### config.mk
export PLATFORM = sky130hd
export DESIGN_NAME = lcl_cell
export DESIGN_NICKNAME = d
export VERILOG_FILES = /design/src/lcl_pkg.sv /design/src/lcl_cell.sv /design/src/lcl_gate.sv
export VERILOG_INCLUDE_DIRS = /design/src
export SDC_FILE = /design/constraint.sdc
export NUM_CORES = 1
export LEC_CHECK = 0
export ABC_AREA = 1
export BUFFER_PORTS_ARGS = -buffer_cell sky130_fd_sc_hd__buf_2
export CORE_MARGIN = 2
export CORE_UTILIZATION = 38
export CTS_CLUSTER_SIZE = 12
export DETAILED_ROUTE_END_ITERATION = 7
export HOLD_SLACK_MARGIN = 0.03
export PLACE_DENSITY = 0.63
export SETUP_SLACK_MARGIN = 0.15
export SYNTH_ARGS = -nofsm -noshare
export SYNTH_HDL_FRONTEND = slang
export SYNTH_HIERARCHICAL = 1
export SYNTH_SLANG_ARGS = --single-unit
### constraint.sdc
create_clock -name clk -period 3.7 [get_ports clk]
set_input_delay 0.185 -clock clk [delete_from_list [all_inputs] [get_ports clk]]
set_output_delay 0.185 -clock clk [all_outputs]
set_load 0.05 [all_outputs]
### src/lcl_params.svh
// constants for the configurable logic cell: register offsets, field places, resets
// assumes it is included by bare name from the package and the cell module
`ifndef LCL_PARAMS_SVH
`define LCL_PARAMS_SVH

// register byte offsets on the control bus
`define LCL_OFS_CTRL_LOW 8'h00
`define LCL_OFS_GATE_POL 8'h04
`define LCL_OFS_SRC_SEL 8'h08
`define LCL_OFS_GATE_EN_LOW 8'h0C
`define LCL_OFS_GATE_EN_HIGH 8'h10

// writable bits of each register; everything else reads back as zero, save the output state bit 6 of the low control register
`define LCL_MASK_CTRL_LOW 16'h8CA7
`define LCL_MASK_GATE_POL 16'h000F
`define LCL_MASK_SRC_SEL 16'h7777
`define LCL_MASK_GATE_EN 16'hFFFF

// reset values
`define LCL_RST_REG 16'h0000

// fields of the low control register
`define LCL_BIT_ENABLE 15
`define LCL_BIT_RISE_IRQ_EN 11
`define LCL_BIT_FALL_IRQ_EN 10
`define LCL_BIT_PORT_EN 7
`define LCL_BIT_OUT_STATE 6
`define LCL_BIT_OUT_INVERT 5
`define LCL_MODE_LSB 0

// source selector field places
`define LCL_SEL1_LSB 0
`define LCL_SEL2_LSB 4
`define LCL_SEL3_LSB 8
`define LCL_SEL4_LSB 12

// cell function codes
`define LCL_MODE_AND_OR 3'h0
`define LCL_MODE_OR_XOR 3'h1
`define LCL_MODE_AND4 3'h2
`define LCL_MODE_SR_LATCH 3'h3
`define LCL_MODE_DFF_SR 3'h4
`define LCL_MODE_DFF2_R 3'h5
`define LCL_MODE_JK_R 3'h6
`define LCL_MODE_DLATCH_SR 3'h7

// bus answers
`define LCL_RESP_OKAY 2'h0
`define LCL_RESP_SLVERR 2'h2

`endif

### src/lcl_pkg.sv
// types shared by the configurable logic cell files
// assumes lcl_params.svh is on the include path
`include "lcl_params.svh"

package lcl_pkg;
  typedef logic [15:0] lcl_reg_t;
  typedef logic [31:0] lcl_word_t;
  typedef logic [7:0] lcl_addr_t;
  typedef logic [2:0] lcl_sel_t;
  typedef enum logic [2:0] {
    LCL_AND_OR = `LCL_MODE_AND_OR,
    LCL_OR_XOR = `LCL_MODE_OR_XOR,
    LCL_AND4 = `LCL_MODE_AND4,
    LCL_SR_LATCH = `LCL_MODE_SR_LATCH,
    LCL_DFF_SR = `LCL_MODE_DFF_SR,
    LCL_DFF2_R = `LCL_MODE_DFF2_R,
    LCL_JK_R = `LCL_MODE_JK_R,
    LCL_DLATCH_SR = `LCL_MODE_DLATCH_SR
  } lcl_mode_t;
endpackage

### src/lcl_cell.sv
// configurable logic cell with its AXI4-Lite register file
// assumes all peripheral, clock and pin inputs are synchronous to clk
//
// How it works
// - modes 000-010 are AND-OR, OR-XOR, AND4
// - mode 011 is an SR latch
// - 100 D flip-flop S/R; 101 two-input D R
// - 110 JK flip-flop R; 111 transparent latch S/R
// - gate inversion bit flips that gate output
// - four 3-bit selectors in selector register
// - selector code 101 gives constant low
// - selector 1 source map
// - selector 2 source map
// - selector 3 source map
// - selector 4 source map
// - true enable admits the plain channel
// - negated enable admits the inverted channel
// - unused control bits read zero
// - gate ORs all its enabled terms
// - disabled cell drives all outputs low
// - output invert bit flips final output
// - edge events on rising and falling output
`timescale 1ns/10ps
`default_nettype none
`include "lcl_params.svh"

module lcl_cell (
  // clock and reset
  input wire logic clk,
  input wire logic rst,
  // axi4-lite write address and data
  input wire logic awvalid,
  output logic awready,
  input wire lcl_pkg::lcl_addr_t awaddr,
  input wire logic [2:0] awprot,
  input wire logic wvalid,
  output logic wready,
  input wire lcl_pkg::lcl_word_t wdata,
  input wire logic [3:0] wstrb,
  // axi4-lite write response
  output logic bvalid,
  input wire logic bready,
  output logic [1:0] bresp,
  // axi4-lite read
  input wire logic arvalid,
  output logic arready,
  input wire lcl_pkg::lcl_addr_t araddr,
  input wire logic [2:0] arprot,
  output logic rvalid,
  input wire logic rready,
  output lcl_pkg::lcl_word_t rdata,
  output logic [1:0] rresp,
  // pins and clock sources
  input wire logic inputPinA,
  input wire logic inputPinB,
  input wire logic instructionCycleClock,
  input wire logic secondaryOscillator,
  input wire logic lowPowerRcClock,
  input wire logic fastRcClock,
  // peripheral events
  input wire logic compare1EventFlag,
  input wire logic compare2EventFlag,
  input wire logic compare3EventFlag,
  input wire logic compare4EventFlag,
  input wire logic compare5EventFlag,
  input wire logic otherCellOut,
  input wire logic comparator1Out,
  input wire logic comparator2Out,
  input wire logic comparator3Out,
  input wire logic uartTx,
  input wire logic uartRx,
  input wire logic spiSdo,
  input wire logic spiSdi,
  input wire logic adcConversionDone,
  input wire logic chargeTimeTrigger,
  // cell results
  output logic cellOut,
  output logic portPinOut,
  output logic portPinOe,
  output logic riseEdgeIrq,
  output logic fallEdgeIrq
);
  import lcl_pkg::*;

  ////////////////////////////////////////////////////////////////////////////
  // helpers

  // write only the enabled byte lanes and only the implemented bits
  function automatic lcl_reg_t mergeWrite(lcl_reg_t old, lcl_word_t data,
                                          logic [3:0] strb, lcl_reg_t mask);
    lcl_reg_t merged;
    merged = old;
    if (strb[0]) begin
      merged[7:0] = data[7:0];
    end
    if (strb[1]) begin
      merged[15:8] = data[15:8];
    end
    return merged & mask;
  endfunction

  // eight-way source pick; code 101 is wired to zero by the callers
  function automatic logic pickSource(lcl_sel_t code, logic [7:0] srcs);
    return srcs[code];
  endfunction

  ////////////////////////////////////////////////////////////////////////////
  // register and bus state

  lcl_reg_t ctrlLow_reg, ctrlLow_next;
  lcl_reg_t gatePol_reg, gatePol_next;
  lcl_reg_t srcSel_reg, srcSel_next;
  lcl_reg_t gateEnLow_reg, gateEnLow_next;
  lcl_reg_t gateEnHigh_reg, gateEnHigh_next;
  logic awHeld_reg, awHeld_next;
  lcl_addr_t awAddr_reg, awAddr_next;
  logic wHeld_reg, wHeld_next;
  lcl_word_t wData_reg, wData_next;
  logic [3:0] wStrb_reg, wStrb_next;
  logic bValid_reg, bValid_next;
  logic [1:0] bResp_reg, bResp_next;
  logic rValid_reg, rValid_next;
  lcl_word_t rData_reg, rData_next;
  logic [1:0] rResp_reg, rResp_next;

  logic cellOut_reg, cellOut_next;
  logic state_reg, state_next;
  logic clkPrev_reg, clkPrev_next;
  logic rise_reg, rise_next;
  logic fall_reg, fall_next;

  logic awHave, wHave, doWrite;
  lcl_addr_t wrAddr;
  lcl_word_t wrData;
  logic [3:0] wrStrb;
  lcl_reg_t readVal;
  logic readHit;

  // handshake readies are combinational from held state
  assign awready = !awHeld_reg && !bValid_reg;
  assign wready = !wHeld_reg && !bValid_reg;
  assign arready = !rValid_reg;
  assign bvalid = bValid_reg;
  assign bresp = bResp_reg;
  assign rvalid = rValid_reg;
  assign rdata = rData_reg;
  assign rresp = rResp_reg;

  // read decode; the output state bit reflects the live cell
  always_comb begin
    readHit = 1'b1;
    readVal = `LCL_RST_REG;
    unique case (araddr)
      `LCL_OFS_CTRL_LOW: begin
        readVal = ctrlLow_reg;
        readVal[`LCL_BIT_OUT_STATE] = cellOut_reg;
      end
      `LCL_OFS_GATE_POL: readVal = gatePol_reg;
      `LCL_OFS_SRC_SEL: readVal = srcSel_reg;
      `LCL_OFS_GATE_EN_LOW: readVal = gateEnLow_reg;
      `LCL_OFS_GATE_EN_HIGH: readVal = gateEnHigh_reg;
      default: readHit = 1'b0;
    endcase
  end

  // address and data may come in either order; write fires in the cycle that both are held or being accepted
  always_comb begin
    awHave = awHeld_reg || (awvalid && awready);
    wHave = wHeld_reg || (wvalid && wready);
    wrAddr = awHeld_reg ? awAddr_reg : awaddr;
    wrData = wHeld_reg ? wData_reg : wdata;
    wrStrb = wHeld_reg ? wStrb_reg : wstrb;
    doWrite = awHave && wHave && !bValid_reg;
    awAddr_next = (awvalid && awready) ? awaddr : awAddr_reg;
    wData_next = (wvalid && wready) ? wdata : wData_reg;
    wStrb_next = (wvalid && wready) ? wstrb : wStrb_reg;
    awHeld_next = doWrite ? 1'b0 : awHave;
    wHeld_next = doWrite ? 1'b0 : wHave;
    bValid_next = bValid_reg && !bready;
    bResp_next = bResp_reg;
    ctrlLow_next = ctrlLow_reg;
    gatePol_next = gatePol_reg;
    srcSel_next = srcSel_reg;
    gateEnLow_next = gateEnLow_reg;
    gateEnHigh_next = gateEnHigh_reg;
    if (doWrite) begin
      bValid_next = 1'b1;
      bResp_next = `LCL_RESP_OKAY;
      unique case (wrAddr)
        `LCL_OFS_CTRL_LOW:
          ctrlLow_next = mergeWrite(ctrlLow_reg, wrData, wrStrb, `LCL_MASK_CTRL_LOW);
        `LCL_OFS_GATE_POL:
          gatePol_next = mergeWrite(gatePol_reg, wrData, wrStrb, `LCL_MASK_GATE_POL);
        `LCL_OFS_SRC_SEL:
          srcSel_next = mergeWrite(srcSel_reg, wrData, wrStrb, `LCL_MASK_SRC_SEL);
        `LCL_OFS_GATE_EN_LOW:
          gateEnLow_next = mergeWrite(gateEnLow_reg, wrData, wrStrb, `LCL_MASK_GATE_EN);
        `LCL_OFS_GATE_EN_HIGH:
          gateEnHigh_next = mergeWrite(gateEnHigh_reg, wrData, wrStrb, `LCL_MASK_GATE_EN);
        default: bResp_next = `LCL_RESP_SLVERR;
      endcase
    end
  end

  // one read in flight; data is captured when the address is taken
  always_comb begin
    rValid_next = rValid_reg && !rready;
    rData_next = rData_reg;
    rResp_next = rResp_reg;
    if (arvalid && arready) begin
      rValid_next = 1'b1;
      rData_next = {16'h0000, readVal};
      rResp_next = readHit ? `LCL_RESP_OKAY : `LCL_RESP_SLVERR;
    end
  end

  // every control field starts at zero
  always_ff @(posedge clk or posedge rst) begin
    if (rst) begin
      ctrlLow_reg <= `LCL_RST_REG;
      gatePol_reg <= `LCL_RST_REG;
      srcSel_reg <= `LCL_RST_REG;
      gateEnLow_reg <= `LCL_RST_REG;
      gateEnHigh_reg <= `LCL_RST_REG;
      awHeld_reg <= 1'b0;
      awAddr_reg <= 8'h00;
      wHeld_reg <= 1'b0;
      wData_reg <= 32'h00000000;
      wStrb_reg <= 4'h0;
      bValid_reg <= 1'b0;
      bResp_reg <= 2'h0;
      rValid_reg <= 1'b0;
      rData_reg <= 32'h00000000;
      rResp_reg <= 2'h0;
    end else begin
      ctrlLow_reg <= ctrlLow_next;
      gatePol_reg <= gatePol_next;
      srcSel_reg <= srcSel_next;
      gateEnLow_reg <= gateEnLow_next;
      gateEnHigh_reg <= gateEnHigh_next;
      awHeld_reg <= awHeld_next;
      awAddr_reg <= awAddr_next;
      wHeld_reg <= wHeld_next;
      wData_reg <= wData_next;
      wStrb_reg <= wStrb_next;
      bValid_reg <= bValid_next;
      bResp_reg <= bResp_next;
      rValid_reg <= rValid_next;
      rData_reg <= rData_next;
      rResp_reg <= rResp_next;
    end
  end

  ////////////////////////////////////////////////////////////////////////////
  // source selection and input gates

  logic [7:0] srcs1, srcs2, srcs3, srcs4;
  logic [3:0] chanData;
  logic [3:0] gateOut;
  logic cellEnable;
  lcl_mode_t mode;

  assign cellEnable = ctrlLow_reg[`LCL_BIT_ENABLE];
  assign mode = lcl_mode_t'(ctrlLow_reg[`LCL_MODE_LSB +: 3]);

  // code 101 is the constant low in every selector
  assign srcs1 = {compare5EventFlag, compare4EventFlag, 1'b0, fastRcClock,
                  lowPowerRcClock, secondaryOscillator, instructionCycleClock,
                  inputPinA};
  assign srcs2 = {compare2EventFlag, compare1EventFlag, 1'b0, adcConversionDone,
                  uartTx, comparator1Out, otherCellOut, inputPinB};
  assign srcs3 = {compare3EventFlag, compare2EventFlag, 1'b0, uartRx,
                  spiSdo, comparator2Out, cellOut_reg, inputPinA};
  assign srcs4 = {compare3EventFlag, compare1EventFlag, 1'b0, chargeTimeTrigger,
                  spiSdi, comparator3Out, otherCellOut, inputPinB};

  assign chanData[0] = pickSource(srcSel_reg[`LCL_SEL1_LSB +: 3], srcs1);
  assign chanData[1] = pickSource(srcSel_reg[`LCL_SEL2_LSB +: 3], srcs2);
  assign chanData[2] = pickSource(srcSel_reg[`LCL_SEL3_LSB +: 3], srcs3);
  assign chanData[3] = pickSource(srcSel_reg[`LCL_SEL4_LSB +: 3], srcs4);

  // gates 1,2 enables in the low register, 3,4 in the high one
  for (genvar g = 0; g < 4; g++) begin : gGate
    lcl_gate uGate (
      .chanData(chanData),
      .chanEnable(g < 2 ? gateEnLow_reg[8*(g%2) +: 8] : gateEnHigh_reg[8*(g%2) +: 8]),
      .gateInvert(gatePol_reg[g]),
      .gateOut(gateOut[g])
    );
  end

  ////////////////////////////////////////////////////////////////////////////
  // cell function

  logic g1, g2, g3, g4, clkRise, func;

  assign g1 = gateOut[0];
  assign g2 = gateOut[1];
  assign g3 = gateOut[2];
  assign g4 = gateOut[3];
  // flip-flop modes clock on a rising gate 1, sampled by the system clock
  assign clkRise = g1 && !clkPrev_reg;

  // storage and combinational result; resets are dominant over sets
  always_comb begin
    state_next = state_reg;
    func = 1'b0;
    unique case (mode)
      LCL_AND_OR: func = (g1 & g2) | (g3 & g4);
      LCL_OR_XOR: func = (g1 | g2) ^ (g3 | g4);
      LCL_AND4: func = g1 & g2 & g3 & g4;
      LCL_SR_LATCH: begin
        if (g3 | g4) begin
          state_next = 1'b0;
        end else if (g1 | g2) begin
          state_next = 1'b1;
        end
        func = state_next;
      end
      LCL_DFF_SR: begin
        if (g3) begin
          state_next = 1'b0;
        end else if (g4) begin
          state_next = 1'b1;
        end else if (clkRise) begin
          state_next = g2;
        end
        func = state_next;
      end
      LCL_DFF2_R: begin
        if (g3) begin
          state_next = 1'b0;
        end else if (clkRise) begin
          state_next = g2 & g4;
        end
        func = state_next;
      end
      LCL_JK_R: begin
        if (g3) begin
          state_next = 1'b0;
        end else if (clkRise) begin
          state_next = (g2 & ~state_reg) | (~g4 & state_reg);
        end
        func = state_next;
      end
      LCL_DLATCH_SR: begin
        if (g3) begin
          state_next = 1'b0;
        end else if (g4) begin
          state_next = 1'b1;
        end else if (g1) begin
          state_next = g2;
        end
        func = state_next;
      end
    endcase
    if (!cellEnable) begin
      state_next = 1'b0;
    end
  end

  // output polarity, disable and edge events
  always_comb begin
    clkPrev_next = g1;
    cellOut_next = cellEnable ? (func ^ ctrlLow_reg[`LCL_BIT_OUT_INVERT]) : 1'b0;
    rise_next = cellEnable && ctrlLow_reg[`LCL_BIT_RISE_IRQ_EN]
                && cellOut_next && !cellOut_reg;
    fall_next = cellEnable && ctrlLow_reg[`LCL_BIT_FALL_IRQ_EN]
                && !cellOut_next && cellOut_reg;
  end

  always_ff @(posedge clk or posedge rst) begin
    if (rst) begin
      state_reg <= 1'b0;
      clkPrev_reg <= 1'b0;
      cellOut_reg <= 1'b0;
      rise_reg <= 1'b0;
      fall_reg <= 1'b0;
    end else begin
      state_reg <= state_next;
      clkPrev_reg <= clkPrev_next;
      cellOut_reg <= cellOut_next;
      rise_reg <= rise_next;
      fall_reg <= fall_next;
    end
  end

  // a disabled cell shows zero on every output
  assign cellOut = cellOut_reg;
  assign portPinOut = cellOut_reg;
  assign portPinOe = cellEnable && ctrlLow_reg[`LCL_BIT_PORT_EN];
  assign riseEdgeIrq = rise_reg;
  assign fallEdgeIrq = fall_reg;

endmodule
`default_nettype wire

### src/lcl_gate.sv
// one input gate of the logic cell: OR of enabled true and negated channels
// assumes the four channel signals are already selected and synchronous
`timescale 1ns/10ps
`default_nettype none

module lcl_gate (
  // selected channel data
  input wire logic [3:0] chanData,
  // enables, bit 2k+1 true and bit 2k negated for channel k
  input wire logic [7:0] chanEnable,
  input wire logic gateInvert,
  // gate result into the cell function
  output logic gateOut
);

  logic orTerm;

  // nothing enabled leaves the OR at zero before inversion
  always_comb begin
    orTerm = 1'b0;
    for (int k = 0; k < 4; k++) begin
      orTerm = orTerm | (chanEnable[2*k+1] & chanData[k]);
      orTerm = orTerm | (chanEnable[2*k] & ~chanData[k]);
    end
  end

  assign gateOut = orTerm ^ gateInvert;

endmodule
`default_nettype wire

==> PnR_summary.wiki, run 1 <==
{| class="wikitable"
! Metric !! Value
|-
| Final net count || 933
|-
| Overflow after GRT || 0
|-
| Area of the mapped netlist || 5900 um2
|-
| Worst setup SP type || register
|-
| Cell count after placement || 1,021
|-
| Count of synthesis-stage warnings from yosys || 6
|-
| Buffer type at the clock tree root || clkbuf_16
|-
| Actual transition at the worst max-transition pin || 0.830 ns
|-
| Maximum fanout encountered on the critical timing path || 8
|-
| Setup CP Type || register to register
|-
| Distinct cells, synth || 37
|-
| Power per unit of standard cell area || 562 nW/um2
|-
| Average wire length per cell after detail routing || 13.8 um
|-
| Die height || 129 um
|-
| Minimum period implied by the final worst setup slack || 2.95 ns
|-
| Critical Path RT || 3.94 ns
|-
| Area inside the core boundary || 15,200 um2
|-
| Fraction of the cycle the final worst path needs || 79.8%
|-
| Quantity of I/O buffers inserted on ports || 89
|-
| Final max-slew violation count || 0
|-
| Number of buffers added by the clock tree synthesis step || 9
|-
| FP Rows || 45
|-
| Library cell with the largest summed area after synthesis || dfrtp_1
|-
| Count of maximum capacitance violations || 0
|-
| Largest clock skew in the final design || 0.00854 ns
|-
| Routed via count || 4,957
|-
| Setup TNS || 0 ns
|-
| Post-layout instance count excluding filler cells || 1,041
|-
| Clock transition at the registers of the reported paths || 0.08 ns
|-
| Synthesized flop and latch total || 109
|-
| Via count of the first global-routing pass || 4,564
|-
| Fill cell total of the finished layout || 1,577
|-
| Unrepaired setup endpoints after global routing || false
|-
| DP Area || 6430 um2
|-
| Area fraction of the dominant cell type after synthesis || 46.3%
|-
| Area taken by flip-flops and latches || 2730 um2
|-
| Routability congestion estimate from global placement || 0.856
|-
| Max stage delay on crit path || 0.52 ns
|-
| Die width || 129 um
|-
| Run status || completed
|-
| Largest cells by area after synthesis || dfrtp_1, nand2_1, o21ai_0
|-
| Total die area || 16,500 um2
|-
| I/O pin count || 132
|-
| TritonRoute pass-1 iters || 5
|-
| Ys flop type || dfrtp_1
|-
| Synthesized instance count || 760
|-
| Effective utilization at floorplan || 38.8%
|-
| Maximum buffer depth of the clock tree || 2
|-
| Hold Violations, Final || 0
|-
| CP dominant cell by count || nand2_1
|-
| Async set-reset flop share out of synthesis || 100%
|-
| Count of routing violations after the opening detailed-route iteration || 407
|-
| Initial antenna violation count || 1
|-
| Wire length of the first global-routing pass || 23,600 um
|-
| Area added between synthesis and finish || 14.9%
|-
| CTS H-Tree Depth || 3
|-
| Standby leakage power || 0.00349 uW
|-
| VDD IR max || 497 uV
|-
| Arrival time worst endpoint || 3.19 ns
|-
| Average cell area after synthesis || 7.76 um2
|-
| Remaining antenna violation count || 0
|-
| Aggregate global-route resource usage || 18.2%
|-
| Clock sink count || 109
|-
| Post-synth EDFFs || 0
|-
| Pin count of the biggest net entering global routing || 62
|-
| Layout cells sized above 1 || 21.5%
|-
| Max frequency || 0.339 GHz
|-
| Cell with the largest stage delay on the worst path || dfrtp_1
|-
| Clock latency at the later pin of the worst-skew pair || 0.36 ns
|-
| PnR Total Power || 3810 uW
|-
| Multi-input combinational cell area || 2670 um2
|-
| Post-route cell area || 6780 um2
|-
| Wirelength, routed || 14,400 um
|-
| CP Cell Sequence || nor2_1 > a211oi_1 > a311oi_1 > a31oi_1 > buf_4 > inv_1 > nand2_1 > nand2_1 > nor2_2 > nand2_1 > nand2_1 > nand2_1 > inv_1 > nand3_1 > nand2_1 > nand2_1 > nor2_1 > nand2_1 > nand3_1 > nand2_1 > nor2_1 > nor2_1
|-
| Tightest slew margin relative to the limit || 44.1%
|-
| Post CTS Setup Buffer Count || 0
|-
| DPL Wire Length || 10,700 um
|-
| Sequential area share after synthesis || 46.3%
|-
| # setup viols final || 0
|-
| Post-route DRC violation count || 0
|-
| Path class of the lowest-slack min-delay path || primary input to register
|-
| DR vias/cell || 4.76
|-
| TritonCTS clock tree || done
|-
| CP endpoint kind || register
|}
[Yosys cell counts, types with 12 or more instances]
cell,count
a21oi_1,19
buf_4,19
clkbuf_1,12
dfrtp_1,109
inv_1,74
mux2_2,12
nand2_1,260
nand3_1,32
nor2_1,44
o21ai_0,65
o21ai_1,13
o21ai_2,28
[timing repair]
action / in CTS / in global routing
endpoints found under the hold margin: 61 / 0
hold buffers: 3 / 0
resized for setup: 0 / 0
[logic make-up after synthesis]
logic type	after synthesis	synth area share (%)
flops	109	46.3
simple gates	366	25.5
mux	20	3.65
other cells	1	0.0636
compound gates	145	15.0
buf+inv	119	9.55
[cell usage in the layout (no fill, tap or decap), types with 13 or more instances in the layout]
cell type	Yosys	final
nand2_1	260	260
dfrtp_1	109	109
buf_2	4	89
inv_1	74	73
o21ai_0	65	65
nor2_1	44	44
nand3_1	32	32
o21ai_2	28	28
a21oi_1	19	19
conb_1	1	18
o21ai_1	13	13
[through the flow]
step / hold WS, ns / setup WS, ns / utilization, %
5_1_grt: 0.0632 / 0.307 / 44.6
2_1_floorplan: 0.281 / 0.641 / -
4_1_cts: 0.0545 / 0.755 / 44.6
3_3_place_gp: 0.366 / 0.776 / 42.3
3_5_place_dp: 0.373 / 0.773 / 42.3
6_report: 0.0683 / 0.748 / 44.6
[layout make-up]
cell class                      instances  share of cell area (%)
Sequential cell                       109                    40.3
Multi-Input combinational cell        549                    39.4
Timing Repair Buffer                   99                    7.79
Inverter                               79                    4.45
Clock buffer                           10                    3.53
Tap cell                              188                    3.47
Clock inverter                          6                    1.05
Antenna cell                            1                  0.0369
[report_power, final]
| part | total [uW] | leakage (uW) | switching (uW) | internal [uW] |
|---|---|---|---|---|
| Clock | 1010 | 0.000151 | 456 | 550 |
| Combinational | 1200 | 0.00188 | 829 | 375 |
| Sequential | 1600 | 0.00146 | 187 | 1410 |
[worst paths after layout]
path | from | endpoint | slack, ns | cells past startpoint
worst min-delay path | wdata[15] | wData_reg[15] | 0.07 | 2
worst max register to register | srcSel_reg[12] | fallEdgeIrq | 0.75 | 22
worst min register to register | rdata[0] | rdata[0] | 0.48 | 2
max in group asynchronous | rst | srcSel_reg[0] | 2.32 | 4
min in group asynchronous | rst | awAddr_reg[7] | 0.52 | 3
worst max-delay path | srcSel_reg[12] | fallEdgeIrq | 0.75 | 22
[layer usage]
layer  up-vias  track usage [%]  share of wire [%]
met5         -                0                  0
met4         0             4.41                1.3
met3        16             4.95                7.0
met2       162             26.6                 41
met1      2203             26.9                 51
li1       2576                -                  -
[worst max-delay path: cells and delay by family (launching register included)]
family                 cells  cell delay (ns)
AO/OA/AOI/OAI              3             0.42
buffers and inverters      3             0.44
flip-flops                 1             0.52
AND/OR/NAND/NOR           16             1.48
(Power assumes the default switching activity.)
==> inputs of run 2 (changes only) <==
- PLACE_DENSITY: 0.63 -> 0.66
- clock period: 3.7 -> 2.7 ns (I/O delays scaled with it)
==> run 2 against run 1 <==
Effect of this change: worst setup slack got worse by 0.75 ns; clock power rose by 34%; sequential power rose by 36%; global-route usage rose by 0.24 points; largest power group unchanged; highest routed layer unchanged.
==> PnR_summary.wiki, run 2 (same netlist as run 1, synthesis figures left out) <==
{| class="wikitable"
! Metric !! Value
|-
| Most common library cell in the layout ignoring fill and taps || nand2_1
|-
| Setup WS pre-CTS || -0.0414 ns (-0.814 ns)
|-
| Power per unit of standard cell area || 755 nW/um2 (+34%)
|-
| Run status || completed
|-
| Routed via count || 5,190 (+4.7%)
|-
| VDD IR max || 642 uV (+29%)
|-
| FP Rows || 45 (unchanged)
|-
| Clock sink count || 109 (unchanged)
|-
| Standby leakage power || 0.00366 uW (+5.0%)
|-
| Wirelength, routed || 15,200 um (+5.6%)
|-
| CP endpoint kind || register
|-
| Count of routing violations after the opening detailed-route iteration || 320 (-21%)
|-
| Final max-slew violation count || 0 (unchanged)
|-
| Critical Path RT || 2.95 ns (-0.99 ns)
|-
| Hold Violations, Final || 0 (unchanged)
|-
| DRT met1 WL || 7510 um (+3.2%)
|-
| Largest clock skew in the final design || 0.00818 ns (-0.000366 ns)
|-
| Via count of the first global-routing pass || 4,627 (+1.4%)
|-
| CTS H-Tree Depth || 3 (unchanged)
|-
| # setup viols final || 0 (unchanged)
|-
| Die width || 129 um (unchanged)
|-
| Area added between synthesis and finish || 22.6%
|-
| Hold Path Sink || awAddr_reg[0]
|-
| Capture instance of the worst register-to-register path || fallEdgeIrq
|-
| DPL Wire Length || 11,100 um (+3.6%)
|-
| Actual transition at the worst max-transition pin || 0.814 ns (-0.0158 ns)
|-
| Core occupancy in the finished layout || 47.5% (+3.0 points)
|-
| Area inside the core boundary || 15,200 um2 (unchanged)
|-
| Arrival time worst endpoint || 2.95 ns (-0.24 ns)
|-
| Maximum buffer depth of the clock tree || 2 (unchanged)
|-
| Count of maximum capacitance violations || 0 (unchanged)
|-
| Tightest slew margin relative to the limit || 45.2% (+1.1 points)
|-
| Fill cell total of the finished layout || 1,532 (-2.9%)
|-
| Wire length of the first global-routing pass || 23,800 um (+0.94%)
|-
| Reg-to-reg critical path startpoint || srcSel_reg[4]
|-
| Worst setup SP type || register
|-
| Average wire length per cell after detail routing || 14.1 um (+2.6%)
|-
| Clock transition at the registers of the reported paths || 0.07 ns (about the same)
|-
| Layout cells sized above 1 || 29.1% (+7.6 points)
|-
| Reg-to-reg setup timing slack || 0.002 ns (-0.75 ns)
|-
| Wire length on met2 || 6840 um (+16%)
|-
| Cell with the largest stage delay on the worst path || dfrtp_1
|-
| I/O pin count || 132 (unchanged)
|-
| Antenna diode count || 0 (-1)
|-
| Depth of the worst register-to-register path || 26 (+18%)
|-
| Worst hold path depth || 2 (unchanged)
|-
| Final critical-path setup slack || 0.00218 ns (-0.745 ns)
|-
| Post-route DRC violation count || 0 (unchanged)
|-
| CP dominant cell by count || nand2_2
|-
| Remaining antenna violation count || 0 (unchanged)
|-
| Routability congestion estimate from global placement || 0.899 (+5.0%)
|-
| Final net count || 965 (+3.4%)
|-
| Maximum fanout encountered on the critical timing path || 8 (unchanged)
|-
| Fraction of the cycle the final worst path needs || 99.9% (+20 points)
|-
| Initial antenna violation count || 0 (-1)
|-
| Unrepaired setup endpoints after global routing || true
|-
| Max frequency || 0.371 GHz (+9.4%)
|-
| Buffer type at the clock tree root || clkbuf_16
|-
| Total die area || 16,500 um2 (unchanged)
|-
| Number of buffers added by the clock tree synthesis step || 9 (unchanged)
|-
| Aggregate global-route resource usage || 18.4% (+0.24 points)
|-
| TritonCTS clock tree || done
|-
| TritonRoute pass-1 iters || 5 (unchanged)
|-
| Max stage delay on crit path || 0.42 ns (-0.10 ns)
|-
| Minimum period implied by the final worst setup slack || 2.70 ns (-0.255 ns)
|-
| Die height || 129 um (unchanged)
|-
| Pin count of the biggest net entering global routing || 54 (-13%)
|-
| Met3 layer wire length in the routed design || 581 um (-42%)
|-
| Commonest cells after routing, fill and taps aside || nand2_1, dfrtp_1, buf_2, inv_1, o21ai_0
|-
| Path class of the lowest-slack min-delay path || primary input to register
|-
| Setup CP Type || register to register
|-
| DR vias/cell || 4.84 (+1.7%)
|-
| Uppermost routed layer || met4
|-
| Worst hold slack across all endpoints || 0.0419 ns (-0.0264 ns)
|-
| Clock latency at the later pin of the worst-skew pair || 0.36 ns (about the same)
|-
| Worst Min Path Start || awaddr[0]
|-
| Quantity of I/O buffers inserted on ports || 89 (unchanged)
|-
| Effective utilization at floorplan || 38.8% (unchanged)
|-
| Overflow after GRT || 0 (unchanged)
|}
[run 2: cell types whose count changed in the layout (fill, tap and decap cells not counted), sizes merged]
cell,delta
clkbuf,+1
clkinvlp,+1
diode,-1
buf,+23
dlygate4sd3,+9
inv,-1
clkinv,-1
[run 2: power by group]
part	switching (uW)	internal, uW
combinational	1270	669
sequential	226	1940
clock	600	748
[run 2: final cells by class]
cell class / count / area (um2) / area share, %
multi-input cells: 549 / 2840 / 39.2
flip-flops and latches: 109 / 2730 / 37.8
repair buffers: 131 / 822 / 11.4
inverters: 79 / 303 / 4.19
clock buffers: 11 / 243 / 3.36
well taps: 188 / 235 / 3.25
clock inverters: 5 / 58.8 / 0.814
[run 2: what timing repair did]
| item | in CTS | in global routing |
|---|---|---|
| setup endpoints to repair | 3 | 4 |
| hold buffers | 12 | 0 |
| pin swaps | 3 | 26 |
| cloned | 0 | 0 |
| buffers inserted | 1 | 2 |
| endpoints found under the hold margin | 36 | 0 |
| resized for setup | 17 | 41 |
[run 2: worst max path at each step]
stage                    from            end  slack (ns)  cells after the start
6_report        srcSel_reg[4]    fallEdgeIrq       0.002                     26
3_3_place_gp   srcSel_reg[12]    fallEdgeIrq        0.04                     22
4_1_cts        srcSel_reg[12]    fallEdgeIrq        0.10                     22
2_1_floorplan          bvalid  srcSel_reg[0]        0.16                      9
3_5_place_dp    srcSel_reg[0]    fallEdgeIrq       -0.04                     23
5_1_grt         srcSel_reg[4]    fallEdgeIrq       -0.23                     26
[run 2: worst max-delay path, delay by kind of cell, from the launching register on]
family	cells	cell delay [ns]
flops	1	0.42
simple gates	18	1.36
buf+inv	4	0.35
compound gates	4	0.44
[run 2: metal layers]
layer | global-route usage, % | up-vias
li1 | - | 2624
met1 | 26.2 | 2423
met2 | 29.0 | 127
met3 | 3.91 | 16
met4 | 4.54 | 0
met5 | 0 | -
[run 2: per-stage QoR]
stage	std cells	cell area (um2)	power, uW	TNS, ns
floorplan	777	5990	3480	0
global placement	1041	6620	3940	0
detailed placement	1041	6620	3970	-0.0414
CTS	1070	7100	5380	0
global route	1072	7230	5790	-0.541
finish	1072	7230	5450	0
